<file path="src/codec_mixer_format_defs.svh">
// offsets, field positions, reset values and masks of the mixer/format bank
`ifndef CODEC_MIXER_FORMAT_DEFS_SVH
`define CODEC_MIXER_FORMAT_DEFS_SVH

// direct host addresses (two address pins)
`define CMF_ADR_INDEX        2'h0
`define CMF_ADR_DATA         2'h1

// indirect register indices
`define CMF_IDX_LEFT_AUX2    4'h4
`define CMF_IDX_RIGHT_AUX2   4'h5
`define CMF_IDX_LEFT_DAC     4'h6
`define CMF_IDX_RIGHT_DAC    4'h7
`define CMF_IDX_FORMAT       4'h8

// reset values, unknown bits taken as zero
`define CMF_RST_AUX2         8'h88
`define CMF_RST_DAC          8'h80
`define CMF_RST_FORMAT       8'h00

// writable bits; everything else is reserved and reads zero
`define CMF_MASK_AUX2        8'h9F
`define CMF_MASK_DAC         8'hBF
`define CMF_MASK_FORMAT      8'hFF

// field positions
`define CMF_MUTE_BIT         7
`define CMF_AUX_ATTEN_MSB    4
`define CMF_DAC_ATTEN_MSB    5
`define CMF_SRC_BIT          0
`define CMF_DIV_MSB          3
`define CMF_DIV_LSB          1
`define CMF_STEREO_BIT       4
`define CMF_COMPAND_BIT      5
`define CMF_FMT_MSB          7
`define CMF_FMT_LSB          6

// unity-gain code of the auxiliary attenuator
`define CMF_AUX_UNITY        5'h08

`endif

</file>
<file path="src/codec_mixer_format_pkg.sv">
// types shared by the mixer/format register bank
package codec_mixer_format_pkg;

  // encoded as {format select, companded bit}
  typedef enum logic [2:0] {
    DT_LIN8_U    = 3'h0,
    DT_MULAW     = 3'h1,
    DT_LIN16_LE  = 3'h2,
    DT_ALAW      = 3'h3,
    DT_LIN16_BE  = 3'h6,
    DT_RESERVED  = 3'h7
  } data_type_t;

endpackage

</file>
<file path="src/codec_mixer_format_regs.sv">
// indexed mixer attenuation and clock/data format register bank
`timescale 1ns/1ns
`default_nettype none
`include "codec_mixer_format_defs.svh"

module codec_mixer_format_regs
  import codec_mixer_format_pkg::*;
(
  // clock and reset
  input  wire logic       clk_in,
  input  wire logic       rst_in,
  // host register port
  input  wire logic [1:0] host_addr_in,
  input  wire logic       host_wr_in,
  input  wire logic       host_rd_in,
  input  wire logic [7:0] host_wdata_in,
  output logic      [7:0] host_rdata_out,
  // qualifying state from the rest of the codec
  input  wire logic       mode_change_state_in,
  input  wire logic       playback_enable_in,
  input  wire logic       extended_register_mode_in,
  // auxiliary B mixer controls
  output logic            left_aux_b_mute_out,
  output logic      [4:0] left_aux_b_atten_out,
  output logic            right_aux_b_mute_out,
  output logic      [4:0] right_aux_b_atten_out,
  // DAC controls
  output logic            left_dac_mute_out,
  output logic      [5:0] left_dac_atten_out,
  output logic            right_dac_mute_out,
  output logic      [5:0] right_dac_atten_out,
  // clock and data format
  output logic            rate_source_sel_out,
  output logic      [2:0] rate_divide_sel_out,
  output logic            rate_reserved_out,
  output logic            rate_table_active_out,
  output logic            stereo_out,
  output logic            mono_duplicate_out,
  output logic            companded_out,
  output logic      [1:0] data_format_sel_out,
  output data_type_t      data_type_out,
  output logic            format_write_unsafe_out
);

  // host-side state
  logic [3:0] register_index_ff;
  logic [3:0] nxt_register_index;
  logic [7:0] rdata_ff;
  logic [7:0] nxt_rdata;
  logic       unsafe_ff;
  logic       nxt_unsafe;

  // decoded strobes
  logic       data_wr;
  logic       wr_left_aux;
  logic       wr_right_aux;
  logic       wr_left_dac;
  logic       wr_right_dac;
  logic       wr_format;

  // register contents
  logic [7:0] left_aux_q;
  logic [7:0] right_aux_q;
  logic [7:0] left_dac_q;
  logic [7:0] right_dac_q;
  logic [7:0] format_q;
  logic [7:0] indexed_rdata;
  logic [2:0] fmt_code;

  // an access to the data address lands on whatever index was last written
  assign data_wr      = host_wr_in && (host_addr_in == `CMF_ADR_DATA);
  assign wr_left_aux  = data_wr && (register_index_ff == `CMF_IDX_LEFT_AUX2);
  assign wr_right_aux = data_wr && (register_index_ff == `CMF_IDX_RIGHT_AUX2);
  assign wr_left_dac  = data_wr && (register_index_ff == `CMF_IDX_LEFT_DAC);
  assign wr_right_dac = data_wr && (register_index_ff == `CMF_IDX_RIGHT_DAC);
  assign wr_format    = data_wr && (register_index_ff == `CMF_IDX_FORMAT);

  // reserved bits are masked off on write rather than checked
  cfg_reg8 #(
    .RESET_VAL (`CMF_RST_AUX2),
    .WR_MASK   (`CMF_MASK_AUX2)
  ) u_left_aux (
    .clk_in   (clk_in),
    .rst_in   (rst_in),
    .wr_in    (wr_left_aux),
    .wdata_in (host_wdata_in),
    .q_out    (left_aux_q)
  );

  cfg_reg8 #(
    .RESET_VAL (`CMF_RST_AUX2),
    .WR_MASK   (`CMF_MASK_AUX2)
  ) u_right_aux (
    .clk_in   (clk_in),
    .rst_in   (rst_in),
    .wr_in    (wr_right_aux),
    .wdata_in (host_wdata_in),
    .q_out    (right_aux_q)
  );

  cfg_reg8 #(
    .RESET_VAL (`CMF_RST_DAC),
    .WR_MASK   (`CMF_MASK_DAC)
  ) u_left_dac (
    .clk_in   (clk_in),
    .rst_in   (rst_in),
    .wr_in    (wr_left_dac),
    .wdata_in (host_wdata_in),
    .q_out    (left_dac_q)
  );

  cfg_reg8 #(
    .RESET_VAL (`CMF_RST_DAC),
    .WR_MASK   (`CMF_MASK_DAC)
  ) u_right_dac (
    .clk_in   (clk_in),
    .rst_in   (rst_in),
    .wr_in    (wr_right_dac),
    .wdata_in (host_wdata_in),
    .q_out    (right_dac_q)
  );

  // rate bits are taken with no mode-change qualification
  cfg_reg8 #(
    .RESET_VAL (`CMF_RST_FORMAT),
    .WR_MASK   (`CMF_MASK_FORMAT)
  ) u_format (
    .clk_in   (clk_in),
    .rst_in   (rst_in),
    .wr_in    (wr_format),
    .wdata_in (host_wdata_in),
    .q_out    (format_q)
  );

  // field outputs straight from the stored registers
  assign left_aux_b_mute_out   = left_aux_q[`CMF_MUTE_BIT];
  assign left_aux_b_atten_out  = left_aux_q[`CMF_AUX_ATTEN_MSB:0];
  assign right_aux_b_mute_out  = right_aux_q[`CMF_MUTE_BIT];
  assign right_aux_b_atten_out = right_aux_q[`CMF_AUX_ATTEN_MSB:0];
  assign left_dac_mute_out     = left_dac_q[`CMF_MUTE_BIT];
  assign left_dac_atten_out    = left_dac_q[`CMF_DAC_ATTEN_MSB:0];
  assign right_dac_mute_out    = right_dac_q[`CMF_MUTE_BIT];
  assign right_dac_atten_out   = right_dac_q[`CMF_DAC_ATTEN_MSB:0];

  // sample rate selection
  assign rate_source_sel_out = format_q[`CMF_SRC_BIT];
  assign rate_divide_sel_out = format_q[`CMF_DIV_MSB:`CMF_DIV_LSB];
  // divide 100/101 have no rate on the first source
  assign rate_reserved_out   = !format_q[`CMF_SRC_BIT]
                               && (format_q[`CMF_DIV_MSB:`CMF_DIV_MSB-1]
                                   == 2'h2);
  // in extended mode the rate comes from the separate frequency registers
  assign rate_table_active_out = !extended_register_mode_in;

  // channel arrangement
  assign stereo_out         = format_q[`CMF_STEREO_BIT];
  assign mono_duplicate_out = !format_q[`CMF_STEREO_BIT];

  // data type
  assign companded_out       = format_q[`CMF_COMPAND_BIT];
  assign data_format_sel_out = format_q[`CMF_FMT_MSB:`CMF_FMT_LSB];
  assign fmt_code = {format_q[`CMF_FMT_MSB:`CMF_FMT_LSB],
                     format_q[`CMF_COMPAND_BIT]};

  always_comb begin
    case (fmt_code)
      3'h0:    data_type_out = DT_LIN8_U;
      3'h1:    data_type_out = DT_MULAW;
      3'h2:    data_type_out = DT_LIN16_LE;
      3'h3:    data_type_out = DT_ALAW;
      3'h6:    data_type_out = DT_LIN16_BE;
      default: data_type_out = DT_RESERVED;
    endcase
  end

  // read mux over the indexed registers
  always_comb begin
    if (register_index_ff == `CMF_IDX_LEFT_AUX2) begin
      indexed_rdata = left_aux_q;
    end else if (register_index_ff == `CMF_IDX_RIGHT_AUX2) begin
      indexed_rdata = right_aux_q;
    end else if (register_index_ff == `CMF_IDX_LEFT_DAC) begin
      indexed_rdata = left_dac_q;
    end else if (register_index_ff == `CMF_IDX_RIGHT_DAC) begin
      indexed_rdata = right_dac_q;
    end else if (register_index_ff == `CMF_IDX_FORMAT) begin
      indexed_rdata = format_q;
    end else begin
      indexed_rdata = 8'h00;
    end
  end

  // index, read data and unsafe-change flag
  always_comb begin
    nxt_register_index = register_index_ff;
    nxt_rdata          = rdata_ff;
    nxt_unsafe         = 1'b0;
    if (host_wr_in && (host_addr_in == `CMF_ADR_INDEX)) begin
      nxt_register_index = host_wdata_in[3:0];
    end
    if (host_rd_in) begin
      if (host_addr_in == `CMF_ADR_INDEX) begin
        nxt_rdata = {4'h0, register_index_ff};
      end else if (host_addr_in == `CMF_ADR_DATA) begin
        nxt_rdata = indexed_rdata;
      end else begin
        nxt_rdata = 8'h00;
      end
    end
    // the write is still taken; this only tells the codec it was unsafe
    if (wr_format && !mode_change_state_in && playback_enable_in
        && (host_wdata_in[7:4] != format_q[7:4])) begin
      nxt_unsafe = 1'b1;
    end
  end

  always_ff @(posedge clk_in or posedge rst_in) begin
    if (rst_in) begin
      register_index_ff <= 4'h0;
      rdata_ff          <= 8'h00;
      unsafe_ff         <= 1'b0;
    end else begin
      register_index_ff <= nxt_register_index;
      rdata_ff          <= nxt_rdata;
      unsafe_ff         <= nxt_unsafe;
    end
  end

  assign host_rdata_out          = rdata_ff;
  assign format_write_unsafe_out = unsafe_ff;
endmodule

`default_nettype wire

</file>
<file path="src/cfg_reg8.sv">
// one 8-bit control register with reset value and writable-bit mask
`timescale 1ns/1ns
`default_nettype none

module cfg_reg8 #(
  parameter logic [7:0] RESET_VAL = 8'h00,
  parameter logic [7:0] WR_MASK   = 8'hFF
) (
  // clock and reset
  input  wire logic       clk_in,
  input  wire logic       rst_in,
  // write port
  input  wire logic       wr_in,
  input  wire logic [7:0] wdata_in,
  // stored value
  output logic      [7:0] q_out
);

  logic [7:0] q_ff;
  logic [7:0] nxt_q;

  // reserved bits are never stored, so they always read back zero
  always_comb begin
    nxt_q = q_ff;
    if (wr_in) begin
      nxt_q = wdata_in & WR_MASK;
    end
  end

  always_ff @(posedge clk_in or posedge rst_in) begin
    if (rst_in) begin
      q_ff <= RESET_VAL & WR_MASK;
    end else begin
      q_ff <= nxt_q;
    end
  end

  assign q_out = q_ff;

endmodule

`default_nettype wire

</file>
<file path="config.mk">
export PLATFORM = sky130hd
export DESIGN_NAME = codec_mixer_format_regs
export DESIGN_NICKNAME = d
export VERILOG_FILES = /design/src/codec_mixer_format_pkg.sv /design/src/codec_mixer_format_regs.sv /design/src/cfg_reg8.sv
export VERILOG_INCLUDE_DIRS = /design/src
export SDC_FILE = /design/constraint.sdc
export NUM_CORES = 1
export LEC_CHECK = 0
export ABC_AREA = 1
export BUFFER_PORTS_ARGS = -buffer_cell sky130_fd_sc_hd__buf_2
export CORE_UTILIZATION = 51
export DETAILED_ROUTE_END_ITERATION = 10
export GPL_TIMING_DRIVEN = 0
export HOLD_SLACK_MARGIN = 0.02
export PLACE_DENSITY = 0.8
export SLEW_MARGIN = 20
export SYNTH_ARGS = -nofsm -noshare
export SYNTH_HDL_FRONTEND = slang
export SYNTH_SLANG_ARGS = --single-unit
</file>
<file path="constraint.sdc">
create_clock -name clk_in -period 1.6 [get_ports clk_in]
set_input_delay 0.16 -clock clk_in [delete_from_list [all_inputs] [get_ports clk_in]]
set_output_delay 0.16 -clock clk_in [all_outputs]
set_load 0.01 [all_outputs]
</file>
==> flow_summary.yaml, run 1 <==
finish:
  synthToLayoutAreaGrowth_pct: 23.29
  antenna_cells: 0
  layout_common_cells: "74 x nand2_1, 66 x buf_2, 40 x dfrtp_1, 38 x o21ai_0, 28 x inv_1"
  mostFrequentLayoutCell: "nand2_1"
  final_nets: 361
  layout-drive-gt1-share: 0.3130
  fin_cells: 395
pwr:
  power_frac_comb: 0.312
  switchingPower_mw: 1.304
  netSwitchingFraction: 0.3569
  internal_power_mw: 2.349
  finalPower_mw: 3.653
  leakage_nw: 1.484
  pwr-share-clk: 0.211
  power_density_nw_per_um2: 1310
  ir_worst_vdd_uv: 569.9
  pwr-share-seq: 0.477
detailed_routing:
  avgViaCountPerCell: 5.205
  wirelength_um: 5444
  drc: 0
  drtPass1Iterations: 7
  antenna_left: 0
  drtIter0Drc: 153
  vias: 2056
  wl_per_cell_um: 13.78
sta:
  setup_viol: 0
  min_period_ns: 1.496
  fin_worst_skew_ns: 0.003501
  fin_crit_sh: 0.9347
  setup_slack_ns: 0.1045
  slew_headroom: 0.5985
  finalMaxSlewViolations: 0
  tightestPinTransition_ns: 0.5976
  hold_viol: 0
  max_freq_mhz: 668.7
  fin_setup_tns_ns: 0
  rsz0062_at_grt: "false"
setup_path:
  crit_chain: "inv_1 -> nor3_4 -> nand2_2 -> buf_6 -> nand2_1 -> o21ai_2"
  reg2reg_from: "register_index_ff[1]"
  slowest_stage: "dfrtp_1"
  cp_data_required_time_ns: 1.79
  r2r_slack_ns: 0.10
  crit_arrival_ns: 1.68
  cp-start-kind: "register"
  path_class: "register to register"
  cpPeakStageDelay_ns: 0.51
  worst_setup_path_end_kind: "register"
  r2r_cells: 6
  reg2reg_to: "u_left_dac.q_out[0]"
  worstPathMaxFanout: 10
min_path:
  min_path_type: "input port to register"
  hp-start: "host_wdata_in[6]"
  holdPathStages: 3
  min_to: "u_format.q_out[6]"
placed_design:
  gp_congestion: 0.8576
  dp_slack_ns: 0.03851
  hpwl_um: 4145
  dp.cells: 386
  port_buffers: 65
die:
  die_area_um2: 4706
  start_util: 0.5497
  die_h_um: 68.60
  die_x_um: 68.60
  ios: 66
  rows: 23
  core_um2: 4115
clocking:
  postCtsSetupRepairBufs: 0
  clock_latency_ns: 0.30
  cts-htree-levels: 2
  cts.sinks: 47
  cts_buffer_depth: 2
  clock-root-buffer: "clkbuf_8"
  path_clk_slew_ns: 0.08
  cts_tree: "yes"
  cts_buffers: 5
logic_synthesis:
  avgSynthCellArea_um2: 8.378
  ys_warn_count: 0
  synth-seq-cells: 47
  synthTopCellsByArea: "dfrtp_1 45%, nand2_1 12%, o21ai_0 8.6%, dfstp_2 7.0%, inv_1 4.8%"
  synth.net_count: 287
  ys_seq_area_frac: 0.5232
  synth_top_cell_area_share: 0.4535
  postSynthCellCount: 270
  ys_types: 24
  synth_top_cell_by_area: "dfrtp_1"
  syn_area_um2: 2262
global_routing:
  grt_pass1_wl_um: 8694
  grt_usage: 0.2612
  grt_pass1_vias: 1792
  overflow: 0
  grt_max_degree: 33
  antenna_found_initial: 0
run_status:
  status: "finished clean"
run:
  cap_violations: 0
## metrics by stage
step | hold WS [ns] | utilization | cell area [um^2]
2_1_floorplan | 0.2810 | - | 2262
3_3_place_gp | 0.3931 | 0.6440 | 2650
3_5_place_dp | 0.1468 | 0.6488 | 2670
4_1_cts | 0.09238 | 0.6756 | 2780
5_1_grt | 0.09440 | 0.6777 | 2789
6_report | 0.09351 | 0.6777 | 2789
## power by group through the flow
stage               Sequential (mW)  Combinational [mW]  Clock, mW
floorplan                      1.83               0.547          0
global placement               1.75                1.09          0
detailed placement             1.75                1.13          0
CTS                            1.73                1.14      0.775
global route                   1.78                1.27      0.839
finish                         1.74                1.14      0.770
## timing repair
action	4_1_cts	5_1_grt
hold buffers	1	0
setup endpoints to repair	0	16
endpoints found under the hold margin	12	0
resized for setup	0	5
## layout make-up
cell class / instances / area [um^2]
Multi-Input combinational cell: 183 / 900.9
Sequential cell: 47 / 1185
Inverter: 32 / 120.1
Buffer: 8 / 65.06
Fill cell: 347 / 1326
Timing Repair Buffer: 67 / 355.3
Tap cell: 50 / 62.56
Clock buffer: 8 / 100.1
## critical path, delay by kind of cell (launching register included)
kind	cells	cell delay, ns
flip-flops	1	0.51
AND/OR/NAND/NOR	3	0.50
buffers and inverters	2	0.32
AO/OA/AOI/OAI	1	0.05
## synth_stat cells, drive strengths merged
cell type and number:
buf 7, clkbuf 1, a21oi 9, nand2 77, nor2 22, o21ai 48, nor3 3, xnor2 4
nand4 8, nand3 11, dfstp 6, inv 32, a41oi 1, dfrtp 41
## how the worst max path moves through the flow
stage	cells past startpoint	to	start	slack [ns]
detailed placement	6	u_format.q_out[4]	register_index_ff[0]	0.04
floorplan	8	u_right_aux.q_out[0]	register_index_ff[3]	0.30
global route	7	host_rdata_out[0]	register_index_ff[2]	0.006
CTS	6	u_format.q_out[4]	register_index_ff[0]	0.02
finish	6	u_left_dac.q_out[0]	register_index_ff[1]	0.10
global placement	2	u_left_aux.q_out[0]	rst_in	-0.23
## flip-flops by register name, summed over array words and instances (netlist names)
name and count:
u_right_dac.q_out 7, register_index_ff 4, u_left_aux.q_out 6, u_right_aux.q_out 6, u_left_dac.q_out 7, u_format.q_out 8
host_rdata_out 8, format_write_unsafe_out 1
## logic make-up after synthesis
kind of cell / Yosys count / synth area share
simple gates: 121 / 0.2389
flops: 47 / 0.5232
compound gates: 58 / 0.1416
buf+inv: 40 / 0.08075
xor+xnor: 4 / 0.01549
## layer usage
metal | vias up | global-route usage | routed length, um
met1 | 954 | 0.3677 | 2520
met5 | - | 0 | 0
met3 | 7 | 0.04934 | 306
met2 | 75 | 0.4105 | 2553
li1 | 1020 | - | -
met4 | 0 | 0.07292 | 64
Note: power is estimated with default switching activity, not from simulation.
==> inputs of run 2 (changes only) <==
Settings changed: ABC_AREA 1 to unset, CORE_UTILIZATION 51 to 52.
==> flow_summary.yaml, run 2 <==
placed_design:
  dp.cells: 299
  hpwl_um: 3846
  gp_congestion: 0.8366
  port_buffers: 64
detailed_routing:
  avgViaCountPerCell: 5.648
  wirelength_um: 5519
  wl_per_cell_um: 17.36
  antenna_left: 0
  drc: 0
  vias: 1796
  drtIter0Drc: 61
  drtPass1Iterations: 4
logic_synthesis:
  avgSynthCellArea_um2: 13.21
  synth_top_cell_by_area: "dfrtp_1"
  yosys.area_share.simple: 0.1296
  ys.flop_type: "dfrtp_1"
  synthArstFlopShare: 1.000
  synthAdderAreaFrac: 0
  synthTopCellsByArea: "dfrtp_1 43%, mux2_4 11%, mux2_1 8.0%, dfstp_2 6.6%, o21ai_1 2.3%"
  postSynthCellCount: 182
  synth_enable_flop_cells: 0
  syn_area_um2: 2404
  synth_top_family_by_area: "multiplexers"
  synth-seq-cells: 47
  ys_seq_area_frac: 0.4925
  yosys-top-cells-count: "41 x dfrtp_1, 18 x mux2_4, 17 x mux2_1, 11 x o21ai_1, 8 x o21ai_0"
  yosys-mux-area-fraction: 0.1921
  synth.net_count: 199
  ys_warn_count: 0
  synth_compound_area_frac: 0.1275
  yosysMostFrequentCell: "dfrtp_1"
  ys_types: 47
  synth_top_cell_area_share: 0.4269
  synth_xor_xnor_area_share: 0.01458
min_path:
  min_path_type: "input port to register"
die:
  ios: 66
  rows: 24
  die_area_um2: 4898
  start_util: 0.5482
  die_h_um: 69.99
  die_x_um: 69.99
  core_um2: 4384
finish:
  layout-drive-gt1-share: 0.5564
  antenna_cells: 0
  layout_common_cells: "64 x buf_2, 38 x dfrtp_1, 29 x mux2_4, 11 x buf_4"
  synthToLayoutAreaGrowth_pct: 27.69
  nFillCells: 328
  multi_input_area_um2: 1182
  mostFrequentLayoutCell: "buf_2"
  utilization: 0.7001
  final_nets: 282
  regArea_um2: 1187
  fin_cells: 318
global_routing:
  busiest_layer: "met2"
  overflow: 0
  globalRouteMet1Util: 0.3203
  grt_pass1_vias: 1693
  antenna_found_initial: 0
  grt.met2_usage: 0.3494
  grt_usage: 0.2220
  grt_util_met3: 0.04762
  grt_max_degree: 26
  grt_pass1_wl_um: 8466
clocking:
  cts_tree: "yes"
  cts_buffer_depth: 2
  cts_buffers: 5
  clock_latency_ns: 0.30
  path_clk_slew_ns: 0.09
  cts.sinks: 47
  cts-htree-levels: 2
  clock-root-buffer: "clkbuf_8"
run_status:
  status: "complete, but fails checks"
  violations: "setup timing"
setup_path:
  slowest_stage: "dfrtp_2"
  crit_chain: "and3b_2 -> buf_6 -> nor2b_4 -> buf_8 -> mux2_4"
  cp_data_required_time_ns: 1.78
  cpPeakStageDelay_ns: 0.47
  cp_top_family: "flip-flops"
  cp-start-kind: "register"
  worst_setup_path_end_kind: "register"
  crit_arrival_ns: 1.80
  worstPathMaxFanout: 7
  path_class: "register to register"
  crit_buf_inv: 2
sta:
  fin_crit_sh: 1.008
  finalMaxSlewViolations: 0
  tightestPinTransition_ns: 0.5164
  setup_viol: 11
  slew_headroom: 0.6552
  rsz0062_at_grt: "true"
  fin_worst_skew_ns: 0.007643
  min_period_ns: 1.612
  max_freq_mhz: 620.2
  setup_slack_ns: -0.01236
  hold_viol: 0
run:
  cap_violations: 0
pwr:
  leakage_nw: 1.520
  power_density_nw_per_um2: 1333
  ir_worst_vdd_uv: 867.3
run 2: cell types whose count changed after synthesis, moves of 5 or more:
cell / delta
mux2_4: +18
a32oi_1: +6
o21ai_0: -31
a221o_1: +5
inv_1: -23
nor2_1: -16
a21oi_1: -9
nand3_1: -9
o21ai_1: +9
mux2_1: +17
nand2_1: -71
nand4_1: -6
nand2b_1: +6
o21ai_2: -7
run 2: path summary, 6_finish.rpt:
check                                      from  slack, ns  depth (start not counted)                 endpoint
min                            host_wdata_in[6]       0.09                          3        u_format.q_out[6]
max in group asynchronous                rst_in       0.59                          4     u_right_aux.q_out[3]
min reg2reg                   host_rdata_out[6]       0.52                          2        host_rdata_out[6]
max reg2reg                register_index_ff[3]      -0.01                          5     u_right_dac.q_out[2]
max                        register_index_ff[3]      -0.01                          5     u_right_dac.q_out[2]
min in group asynchronous                rst_in       0.43                          3  format_write_unsafe_out
run 2: final cells by class:
cell class / instances / share of cell area
clock inverter: 3 / 0.006115
inverter: 7 / 0.008561
clock buffer: 5 / 0.02242
multi-input combinational: 118 / 0.3852
buffer: 9 / 0.02487
sequential: 47 / 0.3869
timing repair buffer: 77 / 0.1447
tap: 52 / 0.02120
run 2: worst min-delay path, stage by stage:
cell	delay, ns
buf_2	0.10
nand2_1	0.04
o21ai_1	0.06
run 2: cell families after synthesis:
family,after synthesis
flops,47
compound gates,44
xor+xnor,4
mux,35
buf+inv,17
simple gates,35
run 2: power breakdown:
group          total (mW)  switching [mW]  internal [mW]  leakage [nW]
Combinational        1.48           0.659          0.823         0.880
Sequential           1.89           0.336           1.55         0.591
Clock               0.719           0.411          0.308        0.0483
run 2: stage by stage:
step	cell area [um^2]	setup TNS [ns]	power, mW	setup WS (ns)	hold WS (ns)
finish	3069	-0.08714	4.090	-0.01236	0.09297
global route	3069	-1.670	4.329	-0.07386	0.09942
CTS	2967	-0.03535	3.998	-0.01476	0.09245
detailed placement	2816	-1.972	3.240	-0.1547	0.2258
global placement	2789	-10.27	3.188	-0.2179	0.3995
floorplan	2404	0	2.667	0.003375	0.2825
run 2: metal layers:
layer / part of all wire / vias to the layer above
li1: - / 840
met1: 0.46 / 894
met2: 0.48 / 58
met3: 0.051 / 4
met4: 0.0071 / 0
met5: 0 / -
run 2: repair_timing:
| action | 4_1_cts | 5_1_grt |
|---|---|---|
| buffers inserted | 5 | 5 |
| gates cloned | 1 | 0 |
| setup endpoints to repair | 31 | 35 |
| hold buffers | 1 | 0 |
| resized for setup | 3 | 24 |
| pin swaps | 3 | 9 |
| endpoints found under the hold margin | 18 | 0 |
